==> src/include/lst_pkg.sv <==
// package for the lcd supply trim register bank
// assumes a 32-bit axi4-lite slave and one 125 MHz clock
package lst_pkg;
   // ------------------------------------------------------------
   // register map
   // ------------------------------------------------------------
   localparam int          ADDR_W            = 4;
   localparam logic [3:0]  OFS_DRIVE_TRIM    = 4'h0;
   localparam logic [3:0]  OFS_BANDGAP_CTL   = 4'h4;
   localparam logic [3:0]  OFS_SUPPLY_CTL    = 4'h8;
   // ------------------------------------------------------------
   // field layout
   // ------------------------------------------------------------
   localparam int          COARSE_LSB        = 4;
   localparam int          COARSE_W          = 4;
   localparam int          FINE_LSB          = 0;
   localparam int          FINE_W            = 3;
   localparam int          DRIVE_RSV_BIT     = 3;
   localparam int          BG_EN_BIT         = 7;
   localparam int          BG_TRIM_LSB       = 0;
   localparam int          BG_TRIM_W         = 3;
   localparam int          BG_RSV_LSB        = 3;
   localparam int          BG_RSV_W          = 4;
   localparam int          SUPPLY_ON_BIT     = 0;
   // ------------------------------------------------------------
   // reset values
   // ------------------------------------------------------------
   localparam logic [3:0]  COARSE_RST        = 4'h0;
   localparam logic [2:0]  FINE_RST          = 3'h0;
   localparam logic [2:0]  BG_TRIM_RST       = 3'h0;
   localparam logic        BG_EN_RST         = 1'h0;
   localparam logic        SUPPLY_ON_RST     = 1'h0;
   localparam logic [1:0]  RESP_OKAY         = 2'h0;
   localparam logic [1:0]  RESP_SLVERR       = 2'h2;
   // ------------------------------------------------------------
   // pin input synchroniser depth
   // ------------------------------------------------------------
   localparam int          SYNC_STAGES       = 3;
endpackage

==> src/hw/lst_trim_regs.sv <==
// axi4-lite register bank holding lcd supply trim codes and bandgap enable
// assumes a synchronous active-high reset and a standby level from a pin
// Summary of operation
// - coarse code bits 7..4, reset zero
// - coarse code meaning is analog side only
// - drive trim bit 3 reads one
// - fine code bits 2..0, reset zero
// - fine code meaning is analog side only
// - bandgap enable bit 7, reset zero
// - bandgap bits 6..3 read ones
// - bandgap trim bits 2..0, reset zero
// - supply off unless enabled and awake
module lst_trim_regs (
   input  wire logic                          clock,
   input  wire logic                          reset,
   input  wire logic [lst_pkg::ADDR_W-1:0]    s_axi_awaddr,
   input  wire logic                          s_axi_awvalid,
   output logic                               s_axi_awready,
   input  wire logic [31:0]                   s_axi_wdata,
   input  wire logic [3:0]                    s_axi_wstrb,
   input  wire logic                          s_axi_wvalid,
   output logic                               s_axi_wready,
   output logic [1:0]                         s_axi_bresp,
   output logic                               s_axi_bvalid,
   input  wire logic                          s_axi_bready,
   input  wire logic [lst_pkg::ADDR_W-1:0]    s_axi_araddr,
   input  wire logic                          s_axi_arvalid,
   output logic                               s_axi_arready,
   output logic [31:0]                        s_axi_rdata,
   output logic [1:0]                         s_axi_rresp,
   output logic                               s_axi_rvalid,
   input  wire logic                          s_axi_rready,
   input  wire logic                          standby,
   output logic [lst_pkg::COARSE_W-1:0]       coarse_trim_code,
   output logic [lst_pkg::FINE_W-1:0]         fine_trim_code,
   output logic                               bandgap_run_enable,
   output logic [lst_pkg::BG_TRIM_W-1:0]      bandgap_trim_code,
   output logic                               supply_on
);
   import lst_pkg::*;

   // ------------------------------------------------------------
   // write channel capture
   // ------------------------------------------------------------
   logic                aw_held;
   logic [ADDR_W-1:0]   aw_addr;
   logic                w_held;
   logic [31:0]         w_data;
   logic                w_lane0;
   logic                bvalid_q;
   logic [1:0]          bresp_q;

   wire aw_take  = s_axi_awvalid && s_axi_awready;
   wire w_take   = s_axi_wvalid && s_axi_wready;
   wire have_aw  = aw_held || aw_take;
   wire have_w   = w_held || w_take;
   wire [ADDR_W-1:0] wr_addr = aw_held ? aw_addr : s_axi_awaddr;
   wire [31:0]  wr_data  = w_held ? w_data : s_axi_wdata;
   wire         wr_lane0 = w_held ? w_lane0 : s_axi_wstrb[0];
   wire do_write = have_aw && have_w && !bvalid_q;
   wire wr_en    = do_write && wr_lane0;
   wire hit_drv  = wr_addr == OFS_DRIVE_TRIM;
   wire hit_bg   = wr_addr == OFS_BANDGAP_CTL;
   wire hit_sup  = wr_addr == OFS_SUPPLY_CTL;
   wire wr_hit   = hit_drv || hit_bg || hit_sup;

   assign s_axi_awready = !aw_held && !bvalid_q;
   assign s_axi_wready  = !w_held && !bvalid_q;
   assign s_axi_bvalid  = bvalid_q;
   assign s_axi_bresp   = bresp_q;

   always_ff @(posedge clock) begin
      if (reset || do_write) begin
         aw_held <= 1'b0;
         w_held  <= 1'b0;
      end else begin
         if (aw_take) aw_held <= 1'b1;
         if (w_take) w_held <= 1'b1;
      end
   end

   always_ff @(posedge clock) begin
      if (aw_take) aw_addr <= s_axi_awaddr;
      if (w_take) begin
         w_data  <= s_axi_wdata;
         w_lane0 <= s_axi_wstrb[0];
      end
   end

   always_ff @(posedge clock) begin
      if (reset) begin
         bvalid_q <= 1'b0;
         bresp_q  <= RESP_OKAY;
      end else if (do_write) begin
         bvalid_q <= 1'b1;
         bresp_q  <= wr_hit ? RESP_OKAY : RESP_SLVERR;
      end else if (s_axi_bready) begin
         bvalid_q <= 1'b0;
      end
   end

   // ------------------------------------------------------------
   // stored trim codes
   // ------------------------------------------------------------
   logic supply_on_control;

   always_ff @(posedge clock) begin
      if (reset) begin
         coarse_trim_code <= COARSE_RST;
         fine_trim_code   <= FINE_RST;
      end else if (wr_en && hit_drv) begin
         coarse_trim_code <= wr_data[COARSE_LSB +: COARSE_W];
         fine_trim_code   <= wr_data[FINE_LSB +: FINE_W];
      end
   end

   always_ff @(posedge clock) begin
      if (reset) begin
         bandgap_run_enable <= BG_EN_RST;
         bandgap_trim_code  <= BG_TRIM_RST;
      end else if (wr_en && hit_bg) begin
         bandgap_run_enable <= wr_data[BG_EN_BIT];
         bandgap_trim_code  <= wr_data[BG_TRIM_LSB +: BG_TRIM_W];
      end
   end

   always_ff @(posedge clock) begin
      if (reset) supply_on_control <= SUPPLY_ON_RST;
      else if (wr_en && hit_sup) supply_on_control <= wr_data[SUPPLY_ON_BIT];
   end

   // ------------------------------------------------------------
   // standby pin synchroniser and supply gate
   // ------------------------------------------------------------
   logic [SYNC_STAGES-1:0] standby_sync;
   logic                   standby_level;

   always_ff @(posedge clock) begin
      if (reset) standby_sync <= '0;
      else standby_sync <= {standby_sync[SYNC_STAGES-2:0], standby};
   end

   wire standby_agree = standby_sync[2] == standby_sync[1];

   always_ff @(posedge clock) begin
      if (reset) standby_level <= 1'b0;
      else if (standby_agree) standby_level <= standby_sync[2];
   end

   wire next_supply_on = supply_on_control && bandgap_run_enable
                         && !standby_level;

   always_ff @(posedge clock) begin
      if (reset) supply_on <= 1'b0;
      else supply_on <= next_supply_on;
   end

   // ------------------------------------------------------------
   // read channel
   // ------------------------------------------------------------
   logic        rvalid_q;
   logic [31:0] rdata_q;
   logic [1:0]  rresp_q;

   wire ar_take = s_axi_arvalid && s_axi_arready;
   wire [7:0] drv_view = {coarse_trim_code, 1'b1, fine_trim_code};
   wire [7:0] bg_view  = {bandgap_run_enable, {BG_RSV_W{1'b1}},
                          bandgap_trim_code};
   wire rd_drv = s_axi_araddr == OFS_DRIVE_TRIM;
   wire rd_bg  = s_axi_araddr == OFS_BANDGAP_CTL;
   wire rd_sup = s_axi_araddr == OFS_SUPPLY_CTL;
   wire rd_hit = rd_drv || rd_bg || rd_sup;
   wire [31:0] rd_word = rd_drv ? {24'h0, drv_view} :
                         rd_bg  ? {24'h0, bg_view} :
                         rd_sup ? {30'h0, supply_on, supply_on_control} :
                                  32'h0;

   assign s_axi_arready = !rvalid_q;
   assign s_axi_rvalid  = rvalid_q;
   assign s_axi_rdata   = rdata_q;
   assign s_axi_rresp   = rresp_q;

   always_ff @(posedge clock) begin
      if (reset) begin
         rvalid_q <= 1'b0;
         rdata_q  <= 32'h0;
         rresp_q  <= RESP_OKAY;
      end else if (ar_take) begin
         rvalid_q <= 1'b1;
         rdata_q  <= rd_word;
         rresp_q  <= rd_hit ? RESP_OKAY : RESP_SLVERR;
      end else if (s_axi_rready) begin
         rvalid_q <= 1'b0;
      end
   end
endmodule

==> config.mk <==
export PLATFORM = sky130hd
export DESIGN_NAME = lst_trim_regs
export DESIGN_NICKNAME = d
export VERILOG_FILES = /design/src/include/lst_pkg.sv /design/src/hw/lst_trim_regs.sv
export SDC_FILE = /design/constraint.sdc
export NUM_CORES = 1
export LEC_CHECK = 0
export BUFFER_PORTS_ARGS = -buffer_cell sky130_fd_sc_hd__buf_4
export CAP_MARGIN = 0
export CORE_ASPECT_RATIO = 0.9
export CORE_UTILIZATION = 45
export CTS_CLUSTER_SIZE = 16
export DETAILED_ROUTE_END_ITERATION = 7
export GPL_ROUTABILITY_DRIVEN = 0
export PLACE_DENSITY = 0.76
export SLEW_MARGIN = 20
export SYNTH_ARGS = -nofsm -noshare
export SYNTH_HDL_FRONTEND = slang
export SYNTH_SLANG_ARGS = --single-unit
==> constraint.sdc <==
create_clock -name clock -period 2 [get_ports clock]
set_input_delay 0.2 -clock clock [delete_from_list [all_inputs] [get_ports clock]]
set_output_delay 0.2 -clock clock [all_outputs]
set_load 0.02 [all_outputs]
==> impl_metrics.py <==
metrics = {
    "floorplanning": {
        "die_area_sq_um": 4810,
        "ioPinCount": 105,
        "fp.dieW_um": 73.0,
        "start_util": 0.485,
        "core_area_sq_um": 4210,
        "die_y_um": 65.9,
        "rows": 22,
    },
    "drt": {
        "vias_per_cell": 4.78,
        "route.detailed.drc": 0,
        "vias": 1482,
        "drt_iter0_drc": 61,
        "final_antenna_net_count": 0,
        "wire_per_inst_um": 12.1,
        "dr.pass1.iters": 4,
        "wl_um": 3750,
    },
    "run_status": {
        "status": "complete, no violations",
    },
    "job": {
        "drv_cap": 0,
    },
    "timing": {
        "tightest_slew_ns": 0.645,
        "max_slew_margin": 0.569,
        "slew_violations": 0,
        "fin_crit_ns": 1.71,
        "final.setup.worst_slack_ns": 0.291,
        "hold_violations": 0,
        "max_freq_ghz": 0.585,
        "fin_crit_sh": 0.855,
        "setup_viol": 0,
        "rsz0062_at_grt": "false",
        "fin_skew_ns": 0.00945,
        "setup_tns_ns": 0,
        "whs_ns": 0.0912,
    },
    "logic_synthesis": {
        "synth_edf_count": 12,
        "syn_area_per_cell_sq_um": 10.3,
        "ys_top_cells_by_area": "dfxtp_1 30%, edfxtp_1 18%, buf_4 9.9%",
        "async_flop_share": 0,
        "synth_cell_type_count": 34,
        "ys_seq_area_frac": 0.481,
        "synth_commonest_cells": "31 x dfxtp_1, 27 x buf_4, 17 x nor2_1, 14 x nand2_1, 13 x nor2b_1",
        "yosys_warnings": 0,
        "synth_area_sq_um": 2040,
        "yosys.area.top_type": "dfxtp_1",
        "ys_seq_elements": 43,
        "post-synth-top-count-cell": "dfxtp_1",
        "synth_top_area_frac": 0.304,
        "post_synth_inst_count": 199,
        "synthFlopType": "dfxtp_1",
    },
    "setup_path": {
        "path_max_fanout": 10,
        "slowest_stage": "dfxtp_1",
        "path_cells": "nor2_1 > nor4_4 > nand3_4 > mux2_1",
        "cp-end-kind": "flop",
        "startpoint_type": "flop",
        "worstPathArrival_ns": 1.88,
        "path_buf_inv": 0,
        "r2r_setup_slack_ns": 0.29,
        "required_ns": 2.17,
        "cpLargestDelayFamily": "simple AND/OR/NAND/NOR gates",
        "worst_path_largest_cell_delay_ns": 0.52,
        "worst-setup-path-type": "reg -> reg",
    },
    "global_route": {
        "grt-ovfl-total": 0,
        "grt_usage": 0.163,
        "met1_usage": 0.217,
        "antenna_found_initial": 0,
        "grt.met3_usage": 0.0427,
        "grt_max_degree": 38,
        "grt_pass1_vias": 1315,
        "use_met2": 0.257,
        "top_usage_layer": "met2",
        "grt_pass1_wl_um": 5870,
    },
    "cells_and_area": {
        "n_fill_cell": 389,
        "multiInputGateArea_sq_um": 883,
        "final_nets": 301,
        "final-seq-area_sq_um": 981,
        "area_growth_pct": 19.1,
        "diodes": 0,
        "final_layout_size_suffix_gt1_frac": 0.296,
        "finalNonFillerCells": 310,
    },
    "clock_network": {
        "htreeDepth": 2,
        "postCtsSetupBuffers": 0,
        "clock-sinks": 43,
        "ctsResizeCount": 0,
        "clockBufferDepth": 2,
        "cts_tree": "done",
        "clk_root_buffer_cell": "clkbuf_8",
        "clock_latency_ns": 0.29,
        "numCtsBuffers": 5,
        "cts.clk_slew.worst_paths_ns": 0.08,
        "hold_buffers": 0,
    },
    "placement": {
        "pre_cts_slack_ns": 0.300,
        "dp_hpwl_um": 2830,
        "dp_cells": 302,
        "port_buffers": 50,
    },
    "pwr": {
        "peakVddDrop_uv": 596,
        "powerDensity_nw_per_um2": 729,
        "clockPowerShare": 0.293,
        "p_leak_nw": 1.03,
        "pwr-share-comb": 0.162,
        "seqPwrFrac": 0.545,
        "power.switching_mw": 0.483,
        "internal_power_mw": 1.29,
        "switching_share": 0.273,
    },
    "min_path": {
        "hp-class": "in -> reg",
    },
}
## power groups by stage
stage	combinational (mW)	clock, mW	sequential, mW
6_report	0.287	0.518	0.966
5_1_grt	0.311	0.571	0.971
4_1_cts	0.287	0.533	0.966
3_5_place_dp	0.286	0	0.986
3_3_place_gp	0.283	0	0.985
2_1_floorplan	0.231	0	0.987
## metal layers
| metal | part of all wire | wire, um |
|---|---|---|
| met1 | 0.47 | 1770 |
| met2 | 0.47 | 1780 |
| met3 | 0.048 | 181 |
| met4 | 0.0035 | 13 |
| met5 | 0 | 0 |
## worst paths after layout
kind | start | end | depth (start not counted)
worst max-delay path | aw_held | coarse_trim_code[2] | 4
worst max register to register | aw_held | coarse_trim_code[2] | 4
worst min-delay path | s_axi_rready | s_axi_rvalid | 2
worst min register to register | standby_sync[0] | standby_sync[1] | 1
## layout by cell type (no fill, tap or decap), types with 10 or more instances in the layout
master / count
nor2b_1: 13
buf_4: 52
mux2i_1: 12
mux2_2: 10
conb_1: 26
nor2_1: 17
nand2_1: 14
a21oi_1: 10
dfxtp_1: 31
edfxtp_1: 12
## worst register-to-register path, delay by kind of cell, from the launching register on
kind          cells  cell delay, ns
flops             1            0.52
mux               1            0.34
simple gates      3            0.74
## logic make-up (layout without fill, tap and decap cells)
kind of cell    count (synthesis)  in the layout  share of synthesized area
compound gates                 25             25                     0.0816
buf+inv                        39             65                      0.132
flops                          43             43                      0.481
mux                            23             23                      0.120
other cells                     1             26                    0.00184
simple gates                   68             68                      0.184
## registers in the layout (all words and copies together) (netlist names), 3 cells and up
name,flops
s_axi_rdata,8
w_data,7
aw_addr,4
coarse_trim_code,4
bandgap_trim_code,3
fine_trim_code,3
standby_sync,3
## metrics by stage
| stage | power (mW) | util | area [sq um] |
|---|---|---|---|
| floorplan | 1.22 | - | 2130 |
| global placement | 1.27 | 0.558 | 2350 |
| detailed placement | 1.27 | 0.558 | 2350 |
| CTS | 1.79 | 0.577 | 2430 |
| global route | 1.85 | 0.577 | 2430 |
| finish | 1.77 | 0.577 | 2430 |
## area by class of cell
class,count,area share
timing repair buffer,52,0.161
clock buffer,6,0.0299
inverter,5,0.00772
tap,60,0.0309
multi-input combinational,142,0.364
sequential,43,0.404
clock inverter,2,0.00360
No activity file was read; power rests on OpenSTA's default activity.
